--- config.mk ---
export PLATFORM = sky130hd
export DESIGN_NAME = odt_ctrl
export DESIGN_NICKNAME = d
export VERILOG_FILES = /design/src/hw/odt_pkg.sv /design/src/hw/odt_ctrl.sv
export SDC_FILE = /design/constraint.sdc
export NUM_CORES = 1
export LEC_CHECK = 0
export ABC_CLOCK_PERIOD_IN_PS = 3800
export BUFFER_PORTS_ARGS = -buffer_cell sky130_fd_sc_hd__buf_4
export CORE_MARGIN = 2
export CORE_UTILIZATION = 30
export DETAILED_ROUTE_END_ITERATION = 8
export PLACE_DENSITY_LB_ADDON = 0.1
export SYNTH_ARGS = -nofsm -noshare
export SYNTH_HDL_FRONTEND = slang
export SYNTH_SLANG_ARGS = --single-unit
--- constraint.sdc ---
create_clock -name i_mclk -period 3.8 [get_ports i_mclk]
set_input_delay 0.19 -clock i_mclk [delete_from_list [all_inputs] [get_ports i_mclk]]
set_output_delay 0.19 -clock i_mclk [all_outputs]
set_load 0.005 [all_outputs]
--- src/hw/odt_pkg.sv ---
// Package: constants for the termination control block
package odt_pkg;
  // Hold windows on the control input, in clocks
  localparam int unsigned HOLD_SHORT_CYC = 4;   // term_hold_short
  localparam int unsigned HOLD_LONG_CYC  = 6;   // term_hold_long
  // Extra clocks after turn-off latency to return to nominal strength
  localparam int unsigned CWN_CHOP_ADD   = 4;
  localparam int unsigned CWN_BURST_ADD  = 6;
  // Latency offset: on/off latency = write latency + additive - 2
  localparam int unsigned LAT_OFFSET     = 2;
  // Clock period and asynchronous delays
  localparam int unsigned CLK_PS         = 5000;
  localparam int unsigned ASYNC_MIN_PS   = 2000;
  localparam int unsigned ASYNC_MAX_PS   = 8500;
  // Least time rounds up, longest rounds down; least time used, capped at longest
  localparam int unsigned ASYNC_MIN_CYC  =
    (ASYNC_MIN_PS + CLK_PS - 1) / CLK_PS;
  localparam int unsigned ASYNC_MAX_CYC  = ASYNC_MAX_PS / CLK_PS;
  localparam int unsigned ASYNC_CYC      =
    (ASYNC_MIN_CYC > ASYNC_MAX_CYC) ? ASYNC_MAX_CYC : ASYNC_MIN_CYC;
  // Mode word field positions
  localparam int unsigned NOM_B0 = 2;
  localparam int unsigned NOM_B1 = 6;
  localparam int unsigned NOM_B2 = 9;
  localparam int unsigned WR_B0  = 9;
  localparam int unsigned WR_B1  = 10;
  localparam int unsigned DLL_FRZ_B = 12;
  // Strength select encodings
  localparam logic [1:0] STR_OFF = 2'h0;
  localparam logic [1:0] STR_NOM = 2'h1;
  localparam logic [1:0] STR_WR  = 2'h2;
  localparam int unsigned PIPE_W = 32;
endpackage

--- src/hw/odt_ctrl.sv ---
// Termination control logic: on/off latency and dynamic strength
`timescale 1ns/1ps

// Overview of operation
// [RULE1] Controller holds input high four clocks
// [RULE2] Write with input high: hold four/six
// [RULE3] Controller meets both hold windows together
// [RULE4] Controller lowers input around read bursts
// [RULE5] Termination returns when output drive stops
// [RULE6] Dynamic switching on if write bits nonzero
// [RULE7] Nominal and write values from mode bits
// [RULE8] No write: nominal strength when on
// [RULE9] On/off follows input after latency
// [RULE10] Write strength at write latency minus two
// [RULE11] Back to nominal off-latency plus four/six
// [RULE12] Strength change lands half clock late
// [RULE13] Controller zeroes write bits with loop off
// [RULE14] Frozen loop in power-down: asynchronous mode
// [RULE15] Asynchronous mode ignores additive latency
// [RULE16] Asynchronous change within 2 to 8.5 ns
// [RULE17] Input receiver stays live in power-down
// [RULE18] Disabled values or self-refresh ignore input
// [RULE19] Locked loop uses synchronous timing
// [RULE20] Synchronous latency adds additive latency
// [RULE21] Dynamic off keeps nominal through writes
module odt_ctrl
  import odt_pkg::*;
#(
  parameter int unsigned PW = PIPE_W       // Delay line depth
) (
  input  wire logic       i_mclk,
  input  wire logic       i_rst,
  input  wire logic       i_term_ctl,      // termination_control_input
  input  wire logic       i_wr_cmd,        // Write command registered
  input  wire logic       i_wr_chop,       // Write is four_beat_chop
  input  wire logic [4:0] i_write_lat,     // column_write_latency
  input  wire logic [4:0] i_add_lat,       // additive_latency
  input  wire logic [12:0] i_mode_first,   // first_mode_word
  input  wire logic [12:0] i_mode_nom,     // second_mode_word_nominal
  input  wire logic [12:0] i_mode_dyn,     // third_mode_word_dynamic
  input  wire logic       i_pd_pre,        // In precharge power-down
  input  wire logic       i_self_ref,      // In self-refresh
  input  wire logic       i_drive_dq,      // Device drives data lines
  output logic            o_term_on,       // Termination enabled
  output logic [1:0]      o_strength,      // STR_* select
  output logic [2:0]      o_nom_val,       // Nominal value code
  output logic [1:0]      o_wr_val,        // Write value code
  output logic            o_async_mode,    // Asynchronous timing active
  output logic            o_hold_viol      // Controller broke a hold
);

  // Module state, all but the value code registers, in one struct
  typedef struct packed {
    logic [PW-1:0] on_pipe;   // Delayed control input
    logic [PW-1:0] wr_pipe;   // Delayed write start markers
    logic [PW-1:0] end_pipe;  // Delayed burst write end markers
    logic [PW-1:0] chop_pipe; // Delayed chop write end markers
    logic [3:0]    async_cnt; // Asynchronous delay counter
    logic          async_tgt; // Asynchronous pending level
    logic          in_write;  // Write strength active
    logic          term_on;
    logic [1:0]    strength;
    logic          async_md;
    logic [2:0]    hold_cnt;  // Remaining hold clocks
    logic          ctl_prev;
    logic          viol;
  } odt_st_t;

  odt_st_t st_r;
  odt_st_t st_nxt;

  // Tap index from latency, clamped to the delay line
  function automatic logic [4:0] tap(input logic [5:0] lat);
    tap = (lat >= 6'(PW)) ? 5'(PW - 1) : lat[4:0];
  endfunction

  logic [2:0] nom_val;
  logic [1:0] wr_val;
  logic       dyn_en;
  logic       odt_en;
  logic [5:0] lat_sync;
  logic [5:0] lat_chop;  // Write to nominal, chop writes
  logic [5:0] lat_burst; // Write to nominal, full bursts

  // Mode word decode
  always_comb begin
    nom_val = {i_mode_nom[NOM_B2], i_mode_nom[NOM_B1],
               i_mode_nom[NOM_B0]};                          // RULE7
    wr_val  = {i_mode_dyn[WR_B1], i_mode_dyn[WR_B0]};       // RULE7
    dyn_en  = |wr_val;                                       // RULE6
    odt_en  = ((|nom_val) || (|wr_val)) && !i_self_ref;      // RULE18
    // Clamp below offset; short latencies bottom out at zero
    lat_sync = 6'(i_write_lat) + 6'(i_add_lat);              // RULE20
    lat_sync = (lat_sync > 6'(LAT_OFFSET)) ?
               lat_sync - 6'(LAT_OFFSET) : 6'h00;            // RULE9
    lat_chop  = lat_sync + 6'(CWN_CHOP_ADD);                 // RULE11
    lat_burst = lat_sync + 6'(CWN_BURST_ADD);                // RULE11
  end

  // Next-state logic
  //
  // Timing model in short:
  // - The control input is gated by the enable decode and shifted
  //   into a delay line; the tap at the synchronous latency drives
  //   the on/off register one clock later.
  // - A write drops a start marker into one line and an end marker
  //   into a second or third line, picked by the write kind at the
  //   moment the command is taken. The chop qualifier is only valid
  //   with the command, so it cannot be looked at again later.
  // - Strength is registered once more behind on/off and in_write;
  //   that extra stage stands for the half-clock change skew.
  // - In asynchronous mode the delay lines are bypassed and a small
  //   counter gives the fixed nanosecond delay instead.
  // Limitation: latencies past the delay line depth clamp to the
  // last tap, so very long settings respond early.
  // Trade-off: one deep shift line per event kind costs flops but
  // lets any number of windows overlap without counters colliding.
  always_comb begin
    logic ctl;
    logic wr_go;
    logic wr_done;
    logic wr_ok;
    ctl = i_term_ctl && odt_en;                              // RULE18
    // Writes cannot occur in power-down; gate anyway
    wr_ok = i_wr_cmd && !i_pd_pre;                           // RULE17
    wr_go = st_r.wr_pipe[tap(lat_sync)];                     // RULE10
    // Either kind of end marker reaching its tap ends the write
    wr_done = st_r.chop_pipe[tap(lat_chop)] ||
              st_r.end_pipe[tap(lat_burst)];                 // RULE11
    st_nxt = st_r;
    // Frozen loop in precharge power-down selects async timing
    st_nxt.async_md = i_pd_pre && !i_mode_first[DLL_FRZ_B];  // RULE14 RULE19
    st_nxt.on_pipe = {st_r.on_pipe[PW-2:0], ctl};
    st_nxt.wr_pipe = {st_r.wr_pipe[PW-2:0], wr_ok};
    // End markers split by write kind as the command is taken
    st_nxt.end_pipe = {st_r.end_pipe[PW-2:0], wr_ok && !i_wr_chop};
    st_nxt.chop_pipe = {st_r.chop_pipe[PW-2:0], wr_ok && i_wr_chop};
    if (st_r.async_md) begin
      // No additive latency; fixed nanosecond delay
      st_nxt.in_write = 1'b0;
      if (ctl != st_r.async_tgt) begin                       // RULE15
        st_nxt.async_tgt = ctl;
        st_nxt.async_cnt = 4'(ASYNC_CYC);
      end else if (st_r.async_cnt > 4'h1) begin
        st_nxt.async_cnt = st_r.async_cnt - 4'h1;
      end else begin
        st_nxt.term_on = st_r.async_tgt;                     // RULE16
      end
    end else begin
      st_nxt.async_tgt = ctl;
      st_nxt.async_cnt = 4'h0;
      // Synchronous on/off after latency
      st_nxt.term_on = st_r.on_pipe[tap(lat_sync)];          // RULE9
      if (wr_go && dyn_en) begin                             // RULE21
        st_nxt.in_write = 1'b1;                              // RULE10
      end else if (wr_done || !dyn_en) begin
        st_nxt.in_write = 1'b0;                              // RULE11
      end
    end
    // Output is released while the device drives data
    if (i_drive_dq) begin
      st_nxt.term_on = 1'b0;                                 // RULE5
    end
    // Strength: registered stage is the half-clock skew point
    if (!st_r.term_on) begin
      st_nxt.strength = STR_OFF;                             // RULE12
    end else if (st_r.in_write) begin
      st_nxt.strength = STR_WR;                              // RULE10
    end else begin
      st_nxt.strength = STR_NOM;                             // RULE8
    end
    // Watch controller hold windows, both at once
    st_nxt.ctl_prev = i_term_ctl;
    if (i_term_ctl && !st_r.ctl_prev) begin
      st_nxt.hold_cnt = 3'(HOLD_SHORT_CYC - 1);              // RULE1
    end else if (st_r.hold_cnt != 3'h0) begin
      st_nxt.hold_cnt = st_r.hold_cnt - 3'h1;
    end
    if (i_wr_cmd && i_term_ctl) begin
      st_nxt.hold_cnt = i_wr_chop ? 3'(HOLD_SHORT_CYC - 1)
                                  : 3'(HOLD_LONG_CYC - 1);   // RULE2 RULE3
    end
    if (!i_term_ctl && st_r.hold_cnt != 3'h0) begin
      st_nxt.viol = 1'b1;                                    // RULE3
      st_nxt.hold_cnt = 3'h0;
    end else begin
      st_nxt.viol = 1'b0;
    end
  end

  // State register
  always_ff @(posedge i_mclk) begin
    if (i_rst) begin
      st_r <= '0;
    end else begin
      st_r <= st_nxt;
    end
  end

  // Value codes registered too, so outputs come from flops
  logic [2:0] nom_val_r;
  logic [1:0] wr_val_r;
  always_ff @(posedge i_mclk) begin
    if (i_rst) begin
      nom_val_r <= 3'h0;
      wr_val_r  <= 2'h0;
    end else begin
      nom_val_r <= nom_val;
      wr_val_r  <= wr_val;
    end
  end

  assign o_term_on    = st_r.term_on;
  assign o_strength   = st_r.strength;
  assign o_nom_val    = nom_val_r;
  assign o_wr_val     = wr_val_r;
  assign o_async_mode = st_r.async_md;
  assign o_hold_viol  = st_r.viol;

endmodule

# --- Word level (Yosys, flattened, before mapping) ---
# Index checks and enable logic that the tools add are counted.
classes:
  n_addsub: 6
  magnitude_cmp: 8
  n_eq_ne: 4
  mux: 26
  bitwise: 2
  n_reduce_logical: 33
op_table:
  columns: ["cell", "count"]
  rows:
  - ["binary-select mux 1 bit (select 5 bit)", 4]
  - [">= comparator 6 bit, second input constant", 3]
  - ["< comparator 5 x 6 -> 1 bit, second input constant", 3]
  - ["2-to-1 mux 3 bit", 5]
  - ["2-to-1 mux 5 bit", 3]
  - ["adder 6 x 3 -> 6 bit, second input constant", 2]
  - ["2-to-1 mux 1 bit", 12]
  - ["OR reduction 2 bit", 6]
  - ["logical AND 1 bit", 10]
  - ["zero test 1 bit", 7]
  - ["adder 5 x 5 -> 6 bit", 1]
  - ["> comparator 6 x 2 -> 1 bit, second input constant", 1]
  - ["2-to-1 mux 6 bit", 1]
  - ["nonzero test 3 bit", 2]
  - ["OR reduction 3 bit", 2]
  - ["subtractor 6 x 2 -> 6 bit, second input constant", 1]
  - ["> comparator 4 x 1 -> 1 bit, second input constant", 1]
  - ["!= test 2 bit, second input constant", 2]
  - ["nonzero test 2 bit", 2]
  - ["subtractor 4 x 1 -> 4 bit, second input constant", 1]
  - ["logical OR 1 bit", 3]
  - ["subtractor 3 x 1 -> 3 bit, second input constant", 1]
  - ["2-to-1 mux 2 bit", 1]
  - ["!= test 2 x 1 -> 1 bit, second input constant", 1]
  - ["other kinds (3)", 4]
word_totals:
  regBits: 148
  inputBits: 57
  wordCells: 95

# --- Depth between registers and ports, before layout ---
# Gate-level depths: netlist of the first run.
depth:
  depth_word: 13
  ltp_mapped: 18
  mapped_depth_nobuf: 17

# --- Worst setup path before layout of the first run ---
# Ideal clock, no wire load.
synth_path:
  path_kind: "input -> register"
  startpoint: "input port i_write_lat[0]"
  endpoint: "register st_r[9] (netlist bit)"
  arrival_ps: 3851
  path_slack_ps: -176
  path_stages: 16
  n_path_buf: 1
  cell_sequence: "ha_1 > inv_1 > fa_1 > xor2_2 > ha_1 > nor2_1 > clkinv_1 > clkbuf_1 > ha_1 > nor4_1 > xnor2_1 > o32ai_1 > o211a_1 > o22ai_1 > o31ai_1 > a31oi_1"
synth_between:
  elab_chain_cells: 11
synth_lines:
  columns: ["item", "line_no", "rtl"]
  rows:
  - ["start: declaration", "odt_ctrl.sv:36", "input wire logic [4:0] i_write_lat,"]
  - ["adder 5 x 5 -> 6 bit *", "odt_ctrl.sv:93", "lat_sync = 6'(i_write_lat) + 6'(i_add_lat);"]
  - ["subtractor 6 x 2 -> 6 bit or > comparator 6 x 2 -> 1 bit (tied branches)", "odt_ctrl.sv:95, odt_ctrl.sv:94", null]
  - ["2-to-1 mux 6 bit *", "odt_ctrl.sv:94", "lat_sync = (lat_sync > 6'(LAT_OFFSET)) ?"]
  - ["adder 6 x 3 -> 6 bit, on equally long branches", "odt_ctrl.sv:96, odt_ctrl.sv:97", null]
  - [">= comparator 6 bit", "odt_ctrl.sv:74", "tap = (lat >= 6'(PW)) ? 5'(PW - 1) : lat[4:0];"]
  - ["2-to-1 mux 5 bit", "odt_ctrl.sv:74", null]
  - ["binary-select mux 1 bit (select 5 bit), on equally long branches", "odt_ctrl.sv:128, odt_ctrl.sv:129", null]
  - ["2-to-1 mux 1 bit, on equally long branches", "odt_ctrl.sv:128, odt_ctrl.sv:129", null]
  - ["logical OR 1 bit", "odt_ctrl.sv:128", "wr_done = st_r.chop_pipe[tap(lat_chop)] ||"]
  - ["logical OR 1 bit", "odt_ctrl.sv:156", "end else if (wr_done || !dyn_en) begin"]
  - ["nonzero test 2 bit (no line)", null, null]
  - ["end signal: assignment", "odt_ctrl.sv:196", "st_r <= st_nxt;"]
  - ["end: declaration", "odt_ctrl.sv:69", "odt_st_t st_r;"]
# Every way passes the cells marked *; elsewhere a longest branch is shown, timed or not. The select of a mux whose other input is x is not followed.
# A chain may end at the register's enable or synchronous reset.

# --- Worst setup path in the final report of the first run ---
layout_path:
  startpoint: "input port i_write_lat[0]"
  endpoint: "register st_r, in the netlist o_term_on"
layout_between:
  elab_chain_cells: 8
layout_lines:
  columns: ["item", "line_no", "rtl"]
  rows:
  - ["adder 5 x 5 -> 6 bit *", "odt_ctrl.sv:93", null]
  - ["subtractor 6 x 2 -> 6 bit or > comparator 6 x 2 -> 1 bit (tied branches)", "odt_ctrl.sv:95, odt_ctrl.sv:94", null]
  - ["2-to-1 mux 6 bit *", "odt_ctrl.sv:94", null]
  - [">= comparator 6 bit", "odt_ctrl.sv:74", null]
  - ["2-to-1 mux 5 bit *", "odt_ctrl.sv:74", null]
  - ["binary-select mux 1 bit (select 5 bit) *", "odt_ctrl.sv:153", "st_nxt.term_on = st_r.on_pipe[tap(lat_sync)];"]
  - ["2-to-1 mux 1 bit (not written as such) *", "odt_ctrl.sv:153", null]
  - ["2-to-1 mux 3 bit *", "odt_ctrl.sv:138", "if (st_r.async_md) begin"]
# Marked as above.

==> flow_metrics.env, run 1 <==
export IMPL_grt_pass1_vias=4988
export IMPL_required_ns=4.07
export IMPL_clock_sinks=148
export IMPL_grtUsageTotal_pct=14.8
export IMPL_grt_pass1_wl_mm=25.5
export IMPL_hold_class="in2reg"
export IMPL_ys_flop_type="dfxtp_1"
export IMPL_power_leakage_nw=3.03
export IMPL_clk_latency_ns=0.43
export IMPL_peakVddDrop_uv=320
export IMPL_endpoint_kind="flop"
export IMPL_clkTransAtPathRegs_ns=0.07
export IMPL_syn_avg_cell_area_sq_um=9.46
export IMPL_synth_cell_types=64
export IMPL_synthCells=656
export IMPL_min_path_cells=2
export IMPL_drv_cap=0
export IMPL_antenna_found_initial=0
export IMPL_place_hpwl_mm=10.4
export IMPL_vias=4840
export IMPL_cts_tree="done"
export IMPL_netlist_area_sq_um=6200
export IMPL_seq_area_frac_synth_pct=47.8
export IMPL_area_delta_synth_final_pct=25.4
export IMPL_cts_buffers=17
export IMPL_synth_commonest_cells="148 x dfxtp_1, 131 x nor2b_1, 49 x nand2_1"
export IMPL_setup_tns_ns=0
export IMPL_syn_nets=728
export IMPL_synth_warnings=0
export IMPL_period_share_pct=91.6
export IMPL_crit_arrival_ns=3.75
export IMPL_status="completed"
export IMPL_period_minus_slack_ns=3.48
export IMPL_cts_root_buffer="clkbuf_16"
export IMPL_synthArstFlopShare_pct=0
export IMPL_die_w_microns=148
export IMPL_rrSetupSlack_ns=1.74
export IMPL_p_per_area_nw_per_um2=580
export IMPL_drt_total_wl_mm=15.3
export IMPL_synth_top_area_share_pct=47.8
export IMPL_drc_errors=0
export IMPL_portBuffers=33
export IMPL_worstHoldStart="i_mode_nom[6]"
export IMPL_htreeDepth=4
export IMPL_ys_ff_latch=148
export IMPL_drive_above_1_share_pct=17.4
export IMPL_rsz0062_at_grt="false"
export IMPL_gp_congestion=0.852
export IMPL_hold_violations=0
export IMPL_slew_viol_final=0
export IMPL_synth_edf_count=0
export IMPL_cts_max_path_buffers=2
export IMPL_postCtsSetupBuffers=0
export IMPL_reg2regPathDepth=7
export IMPL_viasPerCell=4.79
export IMPL_timing_rr_start="st_r[11]"
export IMPL_antenna_cells=0
export IMPL_ant_nets=0
export IMPL_finalNetCount=800
export IMPL_finClkSkew_ns=0.00823
export IMPL_grt_start_max_net_pins=82
export IMPL_r2r_end="o_term_on"
export IMPL_coreArea_sq_um=20200
export IMPL_hold_path_end="o_nom_val[1]"
export IMPL_synth_most_common_cell="dfxtp_1"
export IMPL_dr_pass1_iters=4
export IMPL_critPathMaxFanout=7
export IMPL_drtIter0Drc=309
export IMPL_slew_headroom_pct=43.0
export IMPL_hold_ws_ns=0.00778
export IMPL_yosys_top_cells_area="dfxtp_1 48%, nor2b_1 13%, mux2i_1 4.5%, nand2_1 3.0%, ha_1 2.8%"
export IMPL_synth_area_leader_cell="dfxtp_1"
export IMPL_rows=52
export IMPL_dieArea_sq_um=21800
export IMPL_ios=67
export IMPL_drt_wirelength_per_cell_microns=15.1
export IMPL_fmax_ghz=0.287
export IMPL_criticalPathCategory="in2reg"
export IMPL_tightest_slew_ns=0.855
export IMPL_globalRouteOverflowTotal=0
export IMPL_critPathLaunchType="input port"
export IMPL_dieHeight_microns=148
export IMPL_finalSetupViolCount=0
export IMPL_start_util_pct=30.7
export IMPL_fillers=2044
[registers in the layout (all words and copies together), names as in the netlist]
register	cells
st_nxt	124
st_r	14
o_nom_val	3
o_strength	2
o_wr_val	2
o_async_mode	1
o_hold_viol	1
o_term_on	1
[stage by stage]
step | util [%] | setup slack [ns] | area, sq um | total power [W] | cells
3_5_place_dp | 34.8 | -0.165 | 7050 | 0.00272 | 970
5_1_grt | 38.4 | 0.0260 | 7780 | 0.00475 | 1011
6_report | 38.4 | 0.319 | 7780 | 0.00451 | 1011
2_1_floorplan | - | 0.0623 | 6210 | 0.00229 | 656
3_3_place_gp | 34.8 | -0.171 | 7050 | 0.00271 | 970
4_1_cts | 38.4 | 0.252 | 7780 | 0.00456 | 1011
[cell usage in the layout, fill, tap and decap left out, drive strengths merged, types with 10 or more instances in the layout]
master	n
dfxtp	148
nor2b	131
buf	79
nand2	49
nor2	32
mux2i	28
inv	23
nand3	19
o21ai	19
clkbuf	19
a21oi	16
ha	14
a211oi	14
nor3	14
a31oi	12
o22ai	10
[kinds of logic (layout without fill, tap and decap cells)]
group / Yosys count / count (layout) / share of synthesized area, %
adder cells (fa/ha/maj): 15 / 15 / 3.15
buffers and inverters: 56 / 141 / 3.65
AND/OR/NAND/NOR: 276 / 276 / 24.8
AO/OA/AOI/OAI: 114 / 114 / 12.9
XOR/XNOR: 11 / 11 / 1.67
flip-flops: 148 / 148 / 47.8
multiplexers: 36 / 36 / 6.15
[report_power, final]
part           internal [W]  total [W]  switching, W  leakage (nW)
Clock               0.00113    0.00182      0.000693         0.302
Sequential          0.00158    0.00160     0.0000203          1.20
Combinational      0.000468    0.00109      0.000620          1.54
[critical path, cell delays in order]
cell and delay, ns:
buf_4 0.08, ha_1 0.16, inv_1 0.06, fa_1 0.42, xor2_2 0.17, ha_1 0.24, inv_1 0.10, nand3_1 0.08
o311ai_0 0.17, a41o_1 0.29, nor3_4 0.21, buf_12 0.15, buf_4 0.12, mux2_1 0.31, nor2_1 0.10, a211o_1 0.11
nand3_1 0.11, a311oi_1 0.45, buf_4 0.19, a2111oi_2 0.04
[worst max-delay path by stage]
| stage | start | endpoint | slack [ns] | cells past startpoint |
|---|---|---|---|---|
| global placement | i_write_lat[0] | o_term_on | -0.17 | 19 |
| finish | i_write_lat[0] | o_term_on | 0.32 | 20 |
| global route | i_write_lat[0] | st_r[9] | 0.03 | 20 |
| floorplan | i_write_lat[0] | st_r[9] | 0.06 | 16 |
| detailed placement | i_write_lat[0] | o_term_on | -0.17 | 19 |
| CTS | i_write_lat[0] | o_term_on | 0.25 | 19 |
[cell type report]
type                       instances  area [sq um]  share of cell area (%)
tap                              270           338                    4.34
timing repair buffer              88           733                    9.43
multi-input combinational        452          3030                    38.9
sequential                       148          2960                    38.1
inverter                          21          78.8                    1.01
clock inverter                    13           198                    2.54
clock buffer                      19           443                    5.69
[timing repair]
action                                  in CTS  in global routing
hold buffers                                 9                  0
endpoints found under the hold margin       10                  0
gates resized for setup                      0                  1
endpoints found under the setup margin       0                  1
[layer usage]
layer	vias to the layer above	part of all wire, %	GRT usage (%)
met5	-	0	0
met4	0	1.5	5.48
met3	17	3.6	3.09
met2	78	46	24.0
met1	2332	49	19.4
li1	2413	-	-
No activity file was read; power rests on OpenSTA's default activity.
==> inputs of run 2 (changes only) <==
--- a/config.mk
+++ b/config.mk
@@ -5,7 +5,7 @@
 export SDC_FILE = /design/constraint.sdc
 export NUM_CORES = 1
 export LEC_CHECK = 0
-export ABC_CLOCK_PERIOD_IN_PS = 3800
+export ABC_CLOCK_PERIOD_IN_PS = 3450
 export BUFFER_PORTS_ARGS = -buffer_cell sky130_fd_sc_hd__buf_4
 export CORE_MARGIN = 2
 export CORE_UTILIZATION = 30
==> constraint.sdc (replaced) <==
create_clock -name i_mclk -period 3.45 [get_ports i_mclk]
set_input_delay 0.1725 -clock i_mclk [delete_from_list [all_inputs] [get_ports i_mclk]]
set_output_delay 0.1725 -clock i_mclk [all_outputs]
set_load 0.005 [all_outputs]
==> run 2 against run 1 <==
  * Core utilization up 1.2 points
  * Clock power up 4%
  * Clock skew down 0.00072 ns
  * Register-to-register slack worse by 0.39 ns
  * Sequential share of layout area down 1.2 points
  * Combinational power up 21%
  * Via count up 1.9%
  * Die area unchanged
  * Final cell count up 2.3%
  * Largest power group unchanged
==> flow_metrics.env, run 2 (synthesis gave the netlist of run 1 again) <==
export IMPL_fillers=2031
export IMPL_start_util_pct=30.7
export IMPL_viasPerCell=4.77
export IMPL_period_minus_slack_ns=3.31
export IMPL_setup_tns_ns=0
export IMPL_drc_errors=0
export IMPL_crit_chain="buf_4 > ha_1 > inv_1 > fa_2 > buf_4 > nand2b_1 > nand3_2 > buf_4 > a211o_4 > nand2_2 > buf_6 > clkinvlp_4 > buf_4 > a221oi_1 > a211oi_1 > a211oi_1 > a311oi_1 > a2111oi_2"
export IMPL_grt_pass1_wl_mm=25.4
export IMPL_drt_total_wl_mm=15.6
export IMPL_required_ns=3.77
export IMPL_fmax_ghz=0.302
export IMPL_globalRouteOverflowTotal=0
export IMPL_stdcell_count=1034
export IMPL_status="completed"
export IMPL_gp_congestion=0.768
export IMPL_htreeDepth=4
export IMPL_final_cell_mix="148 x dfxtp_1, 131 x nor2b_1, 98 x buf_4, 48 x nand2_1, 30 x nor2_1"
export IMPL_cpLargestDelayFamily="compound AO/OA/AOI/OAI gates"
export IMPL_final_common_cell="dfxtp_1"
export IMPL_ant_nets=0
export IMPL_peakVddDrop_uv=364
export IMPL_clkTransAtPathRegs_ns=0.06
export IMPL_finalNetCount=823
export IMPL_crit_arrival_ns=3.63
export IMPL_rows=52
export IMPL_finClkSkew_ns=0.00751
export IMPL_seqCellArea_sq_um=2960
export IMPL_critPathMaxStageDelay_ns=0.56
export IMPL_cts_buffers=17
export IMPL_multiInputGateArea_sq_um=3150
export IMPL_hold_violations=0
export IMPL_drive_above_1_share_pct=21.7
export IMPL_slew_headroom_pct=54.1
export IMPL_cts_root_buffer="clkbuf_16"
export IMPL_largest_reg_flops=124
export IMPL_dieHeight_microns=148
export IMPL_cts_max_path_buffers=2
export IMPL_criticalPathCategory="in2reg"
export IMPL_crit_top_cell="buf_4"
export IMPL_area_delta_synth_final_pct=29.3
export IMPL_dieArea_sq_um=21800
export IMPL_rsz0062_at_grt="false"
export IMPL_antenna_cells=0
export IMPL_cts_tree="done"
export IMPL_clock_sinks=148
export IMPL_grt_pass1_vias=5056
export IMPL_hold_class="in2reg"
export IMPL_cpMaxStageDelayCell="fa_2"
export IMPL_endpoint_kind="flop"
export IMPL_tightest_slew_ns=0.681
export IMPL_dr_pass1_iters=4
export IMPL_die_w_microns=148
export IMPL_drt_wirelength_per_cell_microns=15.1
export IMPL_path_buf_inv=7
export IMPL_hold_ws_ns=0.0876
export IMPL_portBuffers=33
export IMPL_critPathLaunchType="input port"
export IMPL_grt_start_max_net_pins=62
export IMPL_vias=4933
export IMPL_placed_cells=989
export IMPL_ios=67
export IMPL_period_share_pct=96.0
export IMPL_dp_slack_ns=-0.319
export IMPL_finalSetupViolCount=0
export IMPL_slew_viol_final=0
export IMPL_coreArea_sq_um=20200
export IMPL_antenna_found_initial=1
export IMPL_place_hpwl_mm=10.8
export IMPL_finalWorstSetupSlack_ns=0.140
export IMPL_power_leakage_nw=3.14
export IMPL_p_per_area_nw_per_um2=620
export IMPL_grtUsageTotal_pct=14.9
export IMPL_drtIter0Drc=243
export IMPL_clk_latency_ns=0.42
export IMPL_critPathMaxFanout=8
export IMPL_drv_cap=0
-- run 2: cell types whose count changed in the layout (fill, tap and decap cells not counted), sizes merged --
cell         delta
clkinv          +1
buf            +22
clkinvlp        +3
inv             -3
dlygate4sd3     +1
bufinv          -1
-- run 2: worst paths after layout --
check	startpoint	endpoint	slack [ns]	depth (start not counted)
min	i_wr_cmd	st_nxt[80]	0.09	2
max	i_write_lat[0]	o_term_on	0.14	18
min reg2reg	st_nxt[93]	st_nxt[94]	0.46	1
max reg2reg	st_r[11]	o_term_on	1.35	7
-- run 2: layout make-up --
type | count | area share (%)
Tap cell | 270 | 4.21
Timing Repair Buffer | 111 | 11.1
Clock inverter | 13 | 1.95
Inverter | 21 | 1.04
Sequential cell | 148 | 36.9
Clock buffer | 19 | 5.52
Multi-Input combinational cell | 452 | 39.3
-- run 2: timing repair --
| action | in CTS | in global routing |
|---|---|---|
| buffers inserted | 0 | 3 |
| resized for setup | 0 | 17 |
| hold endpoints to repair | 11 | 0 |
| setup endpoints to repair | 0 | 1 |
| hold buffers | 10 | 0 |
-- run 2: metrics by stage --
stage	instance area, sq um	power (W)	utilization (%)
2_1_floorplan	6270	0.00255	-
3_3_place_gp	7210	0.00304	35.6
3_5_place_dp	7210	0.00304	35.6
4_1_cts	7910	0.00497	39.1
5_1_grt	8020	0.00525	39.6
6_report	8020	0.00498	39.6
-- run 2: layer usage --
| metal | GRT usage [%] | wire [microns] |
|---|---|---|
| met3 | 3.73 | 633 |
| met1 | 18.6 | 7360 |
| met4 | 4.81 | 228 |
| met5 | 0 | 0 |
| met2 | 25.2 | 7380 |
-- run 2: where the power goes --
group / total, W / internal, W / switching, W
clock: 0.00189 / 0.00115 / 0.000734
sequential: 0.00176 / 0.00174 / 0.0000230
combinational: 0.00132 / 0.000596 / 0.000729
total: 0.00498 / 0.00349 / 0.00149
